==> config.mk <==
export PLATFORM = sky130hd
export DESIGN_NAME = pcg_top
export DESIGN_NICKNAME = d
export VERILOG_FILES = /design/src/pcg_pkg.sv /design/src/pcg_cnt_if.sv /design/src/pcg_counter.sv /design/src/pcg_top.sv
export SDC_FILE = /design/constraint.sdc
export NUM_CORES = 1
export LEC_CHECK = 0
export BUFFER_PORTS_ARGS = -buffer_cell sky130_fd_sc_hd__buf_2
export CORE_MARGIN = 10
export CORE_UTILIZATION = 57
export CTS_CLUSTER_SIZE = 16
export DETAILED_ROUTE_END_ITERATION = 7
export HOLD_SLACK_MARGIN = 0.03
export PLACE_DENSITY = 0.82
export SYNTH_ARGS = -nofsm -noshare
export SYNTH_HDL_FRONTEND = slang
export SYNTH_SLANG_ARGS = --single-unit
==> constraint.sdc <==
create_clock -name clk_sys_i -period 6 [get_ports clk_sys_i]
set_input_delay 1.2 -clock clk_sys_i [delete_from_list [all_inputs] [get_ports clk_sys_i]]
set_output_delay 1.2 -clock clk_sys_i [all_outputs]
set_load 0.005 [all_outputs]
==> src/pcg_pkg.sv <==
package pcg_pkg;

  // ------------------------------------------------------------------
  // Register map (word offsets as byte addresses)
  // ------------------------------------------------------------------
  localparam logic [7:0] PCG_OFF_COUNT0 = 8'h00;
  localparam logic [7:0] PCG_OFF_COUNT1 = 8'h04;
  localparam logic [7:0] PCG_OFF_COUNT2 = 8'h08;
  localparam logic [7:0] PCG_OFF_GROUP_CFG = 8'h10;
  localparam logic [7:0] PCG_OFF_STREAM_MATCH = 8'h14;
  localparam logic [7:0] PCG_OFF_CNT_EN_SET = 8'h20;
  localparam logic [7:0] PCG_OFF_CNT_EN_CLR = 8'h24;
  localparam logic [7:0] PCG_OFF_IRQ_EN_SET = 8'h28;
  localparam logic [7:0] PCG_OFF_IRQ_EN_CLR = 8'h2C;
  localparam logic [7:0] PCG_OFF_OVF_STATUS = 8'h30;
  localparam logic [7:0] PCG_OFF_MON_CTRL = 8'h34;

  // ------------------------------------------------------------------
  // Group configuration and stream match fields
  // ------------------------------------------------------------------
  localparam int PCG_CFG_NCNT_LSB = 24;
  localparam int PCG_CFG_STREAM_GROUP_ID_LSB = 16;
  localparam int PCG_CFG_CEN_BIT = 11;
  localparam int PCG_CFG_REVEAL_BIT = 10;
  localparam int PCG_CFG_FILT_LSB = 8;
  localparam logic [3:0] PCG_NUM_COUNTERS = 4'h3;
  localparam logic [6:0] PCG_STREAM_GROUP = 7'h00;
  localparam int PCG_MATCH_MASK_LSB = 16;

  // Monitor control fields.
  localparam int PCG_CTRL_EN_BIT = 0;
  localparam int PCG_CTRL_RESET_BIT = 1;
  localparam int PCG_CTRL_NA_BIT = 2;

  // Reset values of the block's own control state.
  localparam logic [1:0] PCG_FILT_RESET = 2'h0;
  localparam logic [7:0] PCG_INDEX_RESET = 8'h00;

  typedef enum logic [1:0] {
    PCG_FILT_GLOBAL = 2'h0,
    PCG_FILT_STREAM = 2'h1,
    PCG_FILT_BANK = 2'h2,
    PCG_FILT_RSVD = 2'h3
  } pcg_filter_type;

endpackage

==> src/pcg_cnt_if.sv <==
`timescale 1ns/1ps
// Bundle between the register block and one event counter.
interface pcg_cnt_if;
  logic wr;
  logic [31:0] wdata;
  logic clr;
  logic inc;
  logic [31:0] value;
  logic wrap;

  modport ctl (output wr, output wdata, output clr, output inc, input value, input wrap);
  modport cnt (input wr, input wdata, input clr, input inc, output value, output wrap);
endinterface

==> src/pcg_counter.sv <==
`timescale 1ns/1ps
// One 32-bit event counter with whole-word load.
module pcg_counter (
  input wire logic clk_sys_i,
  input wire logic resetn_i,
  pcg_cnt_if.cnt port
);

  logic [31:0] count_q;
  logic wrap_q;

  // ------------------------------------------------------------------
  // Count, load and clear
  // ------------------------------------------------------------------
  // A software load wins over a same-cycle event so the written value sticks.
  always_ff @(posedge clk_sys_i or negedge resetn_i) begin
    if (!resetn_i) begin
      count_q <= 32'h0000_0000;
    end else if (port.wr) begin
      count_q <= port.wdata;
    end else if (port.clr) begin
      count_q <= 32'h0000_0000;
    end else if (port.inc) begin
      count_q <= count_q + 32'h0000_0001;
    end
  end

  // Wrap pulse, raised at the same edge as the all-ones to zero step.
  always_ff @(posedge clk_sys_i or negedge resetn_i) begin
    if (!resetn_i) begin
      wrap_q <= 1'b0;
    end else begin
      wrap_q <= port.inc && !port.wr && !port.clr && (count_q == 32'hFFFF_FFFF);
    end
  end

  assign port.value = count_q;
  assign port.wrap = wrap_q;

endmodule

==> src/pcg_top.sv <==
`timescale 1ns/1ps

// Notes on behaviour
// - Counter register reads and writes the whole 32-bit count at once.
// - With no access restriction, writes to a disabled counter still load.
// - Counter disabled when its enable bit clears or group enable is zero.
// - Group config bits 27:24 read three, writes ignored.
// - Group config bits 22:16 read zero, writes ignored.
// - Group config bit 11 is the group count enable, mirrors global enable.
// - Group config bit 10 reveals the group to the indexed bank.
// - Filter bits 9:8: global, stream match, bank match, reserved.
// - Index bits 7:0 used as bank number only under bank filtering.
// - Stream mask bit one ignores that ID bit in the comparison.
// - ID and mask hold only the configured width; upper bits read zero.
// - Counter enable vector is three bits in 2:0, upper bits reserved.
// - Enable set and clear registers both read the enable vector.
// - Writing ones sets or clears enables; zeros leave them alone.
// - Interrupt enable vector is three bits, one per counter.
// - No overflow interrupt while the global monitor enable is zero.
// - Interrupt enable set and clear registers both read the vector.
// - Writing ones sets or clears interrupt enables; zeros ignored.
// - Counters are 32 bits wide.
module pcg_top
  import pcg_pkg::*;
#(
  parameter int STREAM_ID_BITS = 15,
  parameter int BANK_BITS = 8
) (
  input wire logic clk_sys_i,
  input wire logic resetn_i,
  input wire logic [7:0] reg_addr_i,
  input wire logic [31:0] reg_wdata_i,
  input wire logic reg_wr_i,
  input wire logic reg_rd_i,
  output logic [31:0] reg_rdata_o,
  input wire logic [2:0] event_i,
  input wire logic [STREAM_ID_BITS-1:0] event_stream_i,
  input wire logic [BANK_BITS-1:0] event_bank_i,
  output logic [2:0] overflow_irq_o,
  output logic bank_reveal_o,
  output logic [BANK_BITS-1:0] bank_index_o
);

  // ------------------------------------------------------------------
  // Elaboration checks
  // ------------------------------------------------------------------
  // The stream ID and its mask share the low and high halves of one word.
  if (STREAM_ID_BITS < 1 || STREAM_ID_BITS > 15) begin : g_bad_sid
    $error("Stream_id_bits must be 1 to 15 bits.");
  end
  if (BANK_BITS != 8) begin : g_bad_bank
    $error("Bank index must be 8 bits.");
  end

  localparam int NCNT = 3;

  // The fixed count field and the counter vectors must agree in size.
  if (NCNT != int'(PCG_NUM_COUNTERS)) begin : g_bad_count
    $error("Counter count and count field disagree.");
  end

  // ------------------------------------------------------------------
  // Control state
  // ------------------------------------------------------------------
  logic mon_enable_q;
  logic no_restrict_q;
  logic reveal_q;
  logic [1:0] filter_q;
  logic [7:0] index_q;
  logic [STREAM_ID_BITS-1:0] match_id_q;
  logic [STREAM_ID_BITS-1:0] match_mask_q;
  logic [NCNT-1:0] cnt_en_q;
  logic [NCNT-1:0] irq_en_q;
  logic [NCNT-1:0] ovf_q;
  logic [31:0] rdata_q;
  logic [NCNT-1:0] irq_q;

  logic wr_ctrl;
  logic wr_cfg;
  logic wr_match;
  logic wr_cnt_en_set;
  logic wr_cnt_en_clr;
  logic wr_irq_en_set;
  logic wr_irq_en_clr;
  logic wr_ovf_clr;
  logic counter_reset;
  logic [NCNT-1:0] cnt_wr;
  logic [NCNT-1:0] cnt_inc;
  logic [NCNT-1:0] cnt_wrap;
  logic [31:0] cnt_val [NCNT];
  logic event_pass;
  logic [31:0] rd_mux;

  // Write decodes. Each register except the counters, which decode in the counter loop,
  // gets one decoded strobe here, so that no two processes can disagree about which address a write belongs to.
  assign wr_ctrl = reg_wr_i && (reg_addr_i == PCG_OFF_MON_CTRL);
  assign wr_cfg = reg_wr_i && (reg_addr_i == PCG_OFF_GROUP_CFG);
  assign wr_match = reg_wr_i && (reg_addr_i == PCG_OFF_STREAM_MATCH);
  assign wr_cnt_en_set = reg_wr_i && (reg_addr_i == PCG_OFF_CNT_EN_SET);
  assign wr_cnt_en_clr = reg_wr_i && (reg_addr_i == PCG_OFF_CNT_EN_CLR);
  assign wr_irq_en_set = reg_wr_i && (reg_addr_i == PCG_OFF_IRQ_EN_SET);
  assign wr_irq_en_clr = reg_wr_i && (reg_addr_i == PCG_OFF_IRQ_EN_CLR);
  assign wr_ovf_clr = reg_wr_i && (reg_addr_i == PCG_OFF_OVF_STATUS);

  // The reset-counters bit is write-only; it zeroes the counts but leaves the
  // overflow flags alone, so software does not lose a pending wrap.
  assign counter_reset = wr_ctrl && reg_wdata_i[PCG_CTRL_RESET_BIT];

  // ------------------------------------------------------------------
  // Monitor control
  // ------------------------------------------------------------------
  // The group enable bit and the global enable are one flop, so both
  // writes land on the same state and always read back alike. A control
  // write and a group write never meet, as one strobe decodes one address.
  always_ff @(posedge clk_sys_i or negedge resetn_i) begin
    if (!resetn_i) begin
      mon_enable_q <= 1'b0;
    end else if (wr_ctrl) begin
      mon_enable_q <= reg_wdata_i[PCG_CTRL_EN_BIT];
    end else if (wr_cfg) begin
      mon_enable_q <= reg_wdata_i[PCG_CFG_CEN_BIT];
    end
  end

  // Access restriction flag; when set, disabled counters refuse loads.
  always_ff @(posedge clk_sys_i or negedge resetn_i) begin
    if (!resetn_i) begin
      no_restrict_q <= 1'b0;
    end else if (wr_ctrl) begin
      no_restrict_q <= reg_wdata_i[PCG_CTRL_NA_BIT];
    end
  end

  // ------------------------------------------------------------------
  // Group configuration and stream match
  // ------------------------------------------------------------------
  // Count and group fields are constants, so writes to them fall away.
  always_ff @(posedge clk_sys_i or negedge resetn_i) begin
    if (!resetn_i) begin
      reveal_q <= 1'b0;
      filter_q <= PCG_FILT_RESET;
      index_q <= PCG_INDEX_RESET;
    end else if (wr_cfg) begin
      reveal_q <= reg_wdata_i[PCG_CFG_REVEAL_BIT];
      filter_q <= reg_wdata_i[PCG_CFG_FILT_LSB +: 2];
      index_q <= reg_wdata_i[7:0];
    end
  end

  // Only the configured ID width is stored; upper bits never exist.
  always_ff @(posedge clk_sys_i or negedge resetn_i) begin
    if (!resetn_i) begin
      match_id_q <= '0;
      match_mask_q <= '0;
    end else if (wr_match) begin
      match_id_q <= reg_wdata_i[STREAM_ID_BITS-1:0];
      match_mask_q <= reg_wdata_i[PCG_MATCH_MASK_LSB +: STREAM_ID_BITS];
    end
  end

  // ------------------------------------------------------------------
  // Enable vectors
  // ------------------------------------------------------------------
  // Reset value is left to software in principle; zero is safe here.
  // Software may not rely on it, but a known zero keeps every counter idle
  // until it is enabled on purpose. Written zeros leave bits untouched.
  always_ff @(posedge clk_sys_i or negedge resetn_i) begin
    if (!resetn_i) begin
      cnt_en_q <= '0;
    end else if (wr_cnt_en_set) begin
      cnt_en_q <= cnt_en_q | reg_wdata_i[NCNT-1:0];
    end else if (wr_cnt_en_clr) begin
      cnt_en_q <= cnt_en_q & ~reg_wdata_i[NCNT-1:0];
    end
  end

  // Interrupt enables; software sets these before starting counters.
  always_ff @(posedge clk_sys_i or negedge resetn_i) begin
    if (!resetn_i) begin
      irq_en_q <= '0;
    end else if (wr_irq_en_set) begin
      irq_en_q <= irq_en_q | reg_wdata_i[NCNT-1:0];
    end else if (wr_irq_en_clr) begin
      irq_en_q <= irq_en_q & ~reg_wdata_i[NCNT-1:0];
    end
  end

  // ------------------------------------------------------------------
  // Event filter
  // ------------------------------------------------------------------
  // Bank index counts only under bank filtering; reserved code counts none.
  // The event's stream and bank travel with it in the same cycle, so no
  // register is put in front of the comparison.
  always_comb begin
    case (pcg_filter_type'(filter_q))
      PCG_FILT_GLOBAL: event_pass = 1'b1;
      PCG_FILT_STREAM: event_pass =
        &((~(event_stream_i ^ match_id_q)) | match_mask_q);
      PCG_FILT_BANK: event_pass = (event_bank_i == index_q);
      default: event_pass = 1'b0;
    endcase
  end

  // ------------------------------------------------------------------
  // Counters
  // ------------------------------------------------------------------
  // A counter loads from software unless restricted while disabled, and
  // counts only when both its own and the group enable are set.
  // Each counter keeps its own wrap pulse; the flags below collect them.
  for (genvar i = 0; i < NCNT; i++) begin : g_cnt
    pcg_cnt_if cif ();
    logic active;
    assign active = cnt_en_q[i] && mon_enable_q;
    assign cnt_wr[i] = reg_wr_i && (reg_addr_i == 8'(4 * i))
                       && (!no_restrict_q || active);
    assign cnt_inc[i] = active && event_i[i] && event_pass;
    assign cif.wr = cnt_wr[i];
    assign cif.wdata = reg_wdata_i;
    assign cif.clr = counter_reset;
    assign cif.inc = cnt_inc[i];
    assign cnt_val[i] = cif.value;
    assign cnt_wrap[i] = cif.wrap;
    pcg_counter u_counter (
      .clk_sys_i(clk_sys_i),
      .resetn_i(resetn_i),
      .port(cif.cnt)
    );
  end

  // ------------------------------------------------------------------
  // Overflow status and interrupt
  // ------------------------------------------------------------------
  // A wrap in the cycle of a clear write still sets its flag.
  // Losing a wrap there would hide a whole turn of the counter from software.
  always_ff @(posedge clk_sys_i or negedge resetn_i) begin
    if (!resetn_i) begin
      ovf_q <= '0;
    end else begin
      if (wr_ovf_clr) begin
        ovf_q <= (ovf_q & ~reg_wdata_i[NCNT-1:0]) | cnt_wrap;
      end else begin
        ovf_q <= ovf_q | cnt_wrap;
      end
    end
  end

  // Registered so the pin never glitches while enables change.
  always_ff @(posedge clk_sys_i or negedge resetn_i) begin
    if (!resetn_i) begin
      irq_q <= '0;
    end else begin
      irq_q <= ovf_q & irq_en_q & {NCNT{mon_enable_q}};
    end
  end

  // ------------------------------------------------------------------
  // Register read path
  // ------------------------------------------------------------------
  // Read multiplexer. Unmapped addresses and unused bits read as zero, so
  // software can probe the map safely; a read changes no state at all.
  always_comb begin
    rd_mux = 32'h0000_0000;
    if (reg_addr_i == PCG_OFF_COUNT0) begin
      rd_mux = cnt_val[0];
    end else if (reg_addr_i == PCG_OFF_COUNT1) begin
      rd_mux = cnt_val[1];
    end else if (reg_addr_i == PCG_OFF_COUNT2) begin
      rd_mux = cnt_val[2];
    end else if (reg_addr_i == PCG_OFF_GROUP_CFG) begin
      rd_mux[PCG_CFG_NCNT_LSB +: 4] = PCG_NUM_COUNTERS;
      rd_mux[PCG_CFG_STREAM_GROUP_ID_LSB +: 7] = PCG_STREAM_GROUP;
      rd_mux[PCG_CFG_CEN_BIT] = mon_enable_q;
      rd_mux[PCG_CFG_REVEAL_BIT] = reveal_q;
      rd_mux[PCG_CFG_FILT_LSB +: 2] = filter_q;
      rd_mux[7:0] = index_q;
    end else if (reg_addr_i == PCG_OFF_STREAM_MATCH) begin
      rd_mux[STREAM_ID_BITS-1:0] = match_id_q;
      rd_mux[PCG_MATCH_MASK_LSB +: STREAM_ID_BITS] = match_mask_q;
    end else if (reg_addr_i == PCG_OFF_CNT_EN_SET || reg_addr_i == PCG_OFF_CNT_EN_CLR) begin
      rd_mux[NCNT-1:0] = cnt_en_q;
    end else if (reg_addr_i == PCG_OFF_IRQ_EN_SET || reg_addr_i == PCG_OFF_IRQ_EN_CLR) begin
      rd_mux[NCNT-1:0] = irq_en_q;
    end else if (reg_addr_i == PCG_OFF_OVF_STATUS) begin
      rd_mux[NCNT-1:0] = ovf_q;
    end else if (reg_addr_i == PCG_OFF_MON_CTRL) begin
      rd_mux[PCG_CTRL_EN_BIT] = mon_enable_q;
      rd_mux[PCG_CTRL_NA_BIT] = no_restrict_q;
    end
  end

  // Read data stand for exactly the cycle after the strobe.
  always_ff @(posedge clk_sys_i or negedge resetn_i) begin
    if (!resetn_i) begin
      rdata_q <= 32'h0000_0000;
    end else if (reg_rd_i) begin
      rdata_q <= rd_mux;
    end else begin
      rdata_q <= 32'h0000_0000;
    end
  end

  // The reveal bit only means something under bank filtering;
  // other settings are left to software to avoid.
  logic reveal_out_q;
  logic [7:0] index_out_q;
  always_ff @(posedge clk_sys_i or negedge resetn_i) begin
    if (!resetn_i) begin
      reveal_out_q <= 1'b0;
      index_out_q <= 8'h00;
    end else begin
      reveal_out_q <= reveal_q;
      index_out_q <= index_q;
    end
  end

  assign reg_rdata_o = rdata_q;
  assign overflow_irq_o = irq_q;
  assign bank_reveal_o = reveal_out_q;
  assign bank_index_o = index_out_q;

endmodule

==> out/metrics.csv <==
metric,value,unit
arrival,4.28,ns
grt_pass1_vias,10002,
place_ws,1.79,ns
setup_ws,2.08,ns
slew-limit-headroom,29.9,%
core,18200,um2
powerDensity,232,nW/um2
crit_family,compound AO/OA/AOI/OAI gates,
antennaDiodeCount,0,
fill_cells,1470,
final_hold_viol_count,0,
routabilityCongestion,1.03,
max_clock_freq,255,MHz
skew,0.00981,ns
final_cell_area,11900,um2
first_pass_iters,8,
clkTransAtPathRegs,0.07,ns
synth_edf_count,0,
violations,design-rule violations,
drc,1,
die-height,157,um
syn_to_final_growth,11.8,%
ys_ff_latch,195,
overflow,0,
final_cells,1514,
cts_setup_buffers,0,
fin_util,65.5,%
yosysUniqueCellTypes,61,
top_level_ports,114,
cts-resized-gates,0,
critPathMaxFanout,35,
vdd_drop_max,0.197,mV
cts_tree,done,
min_path_type,flip-flop to flip-flop,
placed_cell_area,11400,um2
drt_wl_total,38.0,mm
cts.htree.levels,4,
grt_use_met2,46.8,%
wl_per_cell,25.1,um
root_buffer,clkbuf_16,
setup_violations,0,
comb_power_share,9.1,%
dp_cells,1482,
synth_ff_type,dfrtp_1,
post-route-min-period,3.92,ns
std_cell_rows,49,
power_frac_clock,38.8,%
grt_antenna_before_repair,0,
critical_path_class,primary input to flip-flop,
grt_pass1_wl,57.6,mm
p_leak,0.00509,uW
seqPwrFrac,52.1,%
grtUsageMet1,40.2,%
hpwl,27.0,mm
p_sw_share,28.0,%
async_flop_share,100,%
drv_cap,0,
worstMarginPinSlew,1.05,ns
critPathLaunchType,primary input,
numClockSinks,195,
max_stage_delay,0.84,ns
via_per_inst,6.95,
drive_gt1_share,17.5,%
path_buf_inv,2,
synth_warnings,0,
hold_buffers,0,
drv_slew,0,
numPortBuffers,113,
layout_common_cells,"dfrtp_1 (195), nand2_1 (191), a21oi_1 (133), buf_2 (112), o21ai_0 (87)",
syn_nets,1266,
yosysSeqAreaShare,45.7,%
grt_usage,30.4,%
busiest_layer,met2,
vias,10522,
first_iter_violations,1431,
netlist_area,10700,um2
numCtsBuffers,17,
cp-end-kind,flip-flop,
initial_core_util,58.6,%
die_area,24600,um2
post_synth.cell_area_avg,8.95,um2
fin_setup_tns,0,ns
clock_path_buffers,2,
crit_top_cell,a21oi_1,
nets,1345,
final_common_cell,dfrtp_1,
crit_chain,buf_2 > xnor2_1 > o22ai_1 > nor4_1 > a32oi_2 > buf_4 > o21ai_1 > a21oi_1 > a21oi_1,
insertion_delay,0.44,ns
min_period_over_period,65.3,%
ant_nets,0,
syn_inst,1193,
grt_max_degree,93,
status,"complete, but fails checks",
worst_path_max_delay_cell,o21ai_1,
rsz0062_at_grt,false,
cp.required,6.36,ns
p_sw,774,uW
die_w,157,um
internal-power,1990,uW
use_met3,8.83,%
## Yosys cell counts (2+ instances only)
master | count | area (um2)
a32oi_1 | 3 | 26.3
o31ai_1 | 26 | 195
inv_1 | 19 | 71.3
and4_1 | 7 | 61.3
o21ai_0 | 87 | 435
and2_1 | 7 | 43.8
or4_1 | 4 | 30.0
and3_1 | 19 | 119
a21o_1 | 10 | 75.1
xnor2_1 | 56 | 490
o211ai_1 | 2 | 15.0
a221oi_1 | 6 | 52.6
nand2_1 | 191 | 717
o32ai_1 | 2 | 17.5
buf_2 | 20 | 100
clkbuf_1 | 49 | 184
dfrtp_1 | 195 | 4880
ha_1 | 3 | 37.5
nand4_1 | 18 | 113
o21ai_1 | 4 | 20.0
a2bb2oi_1 | 2 | 17.5
nor3b_1 | 3 | 22.5
a41o_1 | 3 | 30.0
a22oi_1 | 58 | 435
or3_1 | 6 | 37.5
a21oi_1 | 133 | 666
or2_2 | 10 | 62.6
nor2_1 | 40 | 150
nor4_1 | 20 | 125
o221ai_1 | 2 | 17.5
nor4b_1 | 11 | 96.3
mux2_2 | 45 | 507
mux2i_1 | 2 | 20.0
a211oi_1 | 8 | 60.1
a31oi_1 | 12 | 75.1
nor2b_1 | 2 | 12.5
o22ai_1 | 10 | 62.6
nand3_1 | 43 | 215
o22a_1 | 3 | 26.3
nor3_1 | 26 | 130
nand2b_1 | 6 | 37.5
## power groups by stage
stage                     sequential, uW  combinational (uW)  clock, uW
after floorplan                     1430                 131          0
after global placement              1460                 238          0
after detailed placement            1460                 243          0
after CTS                           1440                 246       1070
after global routing                1450                 272       1120
final                               1440                 253       1070
## sequential cells by signal, summed over array words and instances (netlist names), named ones only
name                        count
g_cnt.u_counter.port.value     96
reg_rdata_o                    32
match_id_q                     15
match_mask_q                   15
bank_index_o                    8
index_q                         8
g_cnt.u_counter.port.wrap       3
overflow_irq_o                  3
ovf_q                           3
filter_q                        2
bank_reveal_o                   1
mon_enable_q                    1
no_restrict_q                   1
reveal_q                        1
## routing by layer
metal | vias to the layer above | wire [um] | part of all wire (%)
met5 | - | 0 | 0
met4 | 0 | 1250 | 3.3
met3 | 115 | 5320 | 14
met2 | 816 | 17200 | 45
met1 | 5048 | 14200 | 37
li1 | 4543 | - | -
## stage by stage
stage	hold WS, ns	total power, uW
final	0.438	2770
after global routing	0.449	2840
after CTS	0.438	2750
after detailed placement	0.411	1710
after global placement	0.409	1700
after floorplan	0.369	1560
## cells by family (layout without fill, tap and decap cells)
logic type / Yosys count / after routing / share of synthesized area (%)
muxes: 47 / 47 / 4.94
AOI/OAI and AO/OA: 381 / 381 / 21.8
DFF: 195 / 195 / 45.7
and+or+nand+nor: 420 / 420 / 19.1
adders and majority gates: 3 / 3 / 0.352
buffers and inverters: 91 / 183 / 3.51
xor gates and xnor gates: 56 / 56 / 4.60
## worst reg2reg max path: stages, from the launching register on
cell and delay (ns):
dfrtp_1 0.42, xnor2_1 0.33, o22ai_1 0.14, nor4_1 0.61
a32oi_2 0.36, buf_4 0.37, o21ai_1 0.87, a21oi_1 0.15
a21oi_1 0.19
## path summary, 6_finish.rpt
check	startpoint	to	slack, ns	cells past startpoint
max	event_stream_i[5]	g_cnt[2].u_counter.port.value[14]	2.08	9
max in group asynchronous	resetn_i	match_mask_q[8]	3.97	2
max reg2reg	match_id_q[5]	g_cnt[2].u_counter.port.value[14]	2.47	8
min reg2reg	reveal_q	bank_reveal_o	0.44	0
min	reveal_q	bank_reveal_o	0.44	0
min in group asynchronous	resetn_i	bank_index_o[7]	0.81	1
## final cells by class
class                      instances  area (um2)  share of cell area (%)
clock inverter                    12        97.6                   0.818
tap                              229         287                    2.40
timing repair buffer             131         709                    5.95
sequential                       195        4880                    40.9
inverter                          20        75.1                   0.629
multi-input combinational        907        5440                    45.6
clock buffer                      20         437                    3.66
(Power assumes the default switching activity.)
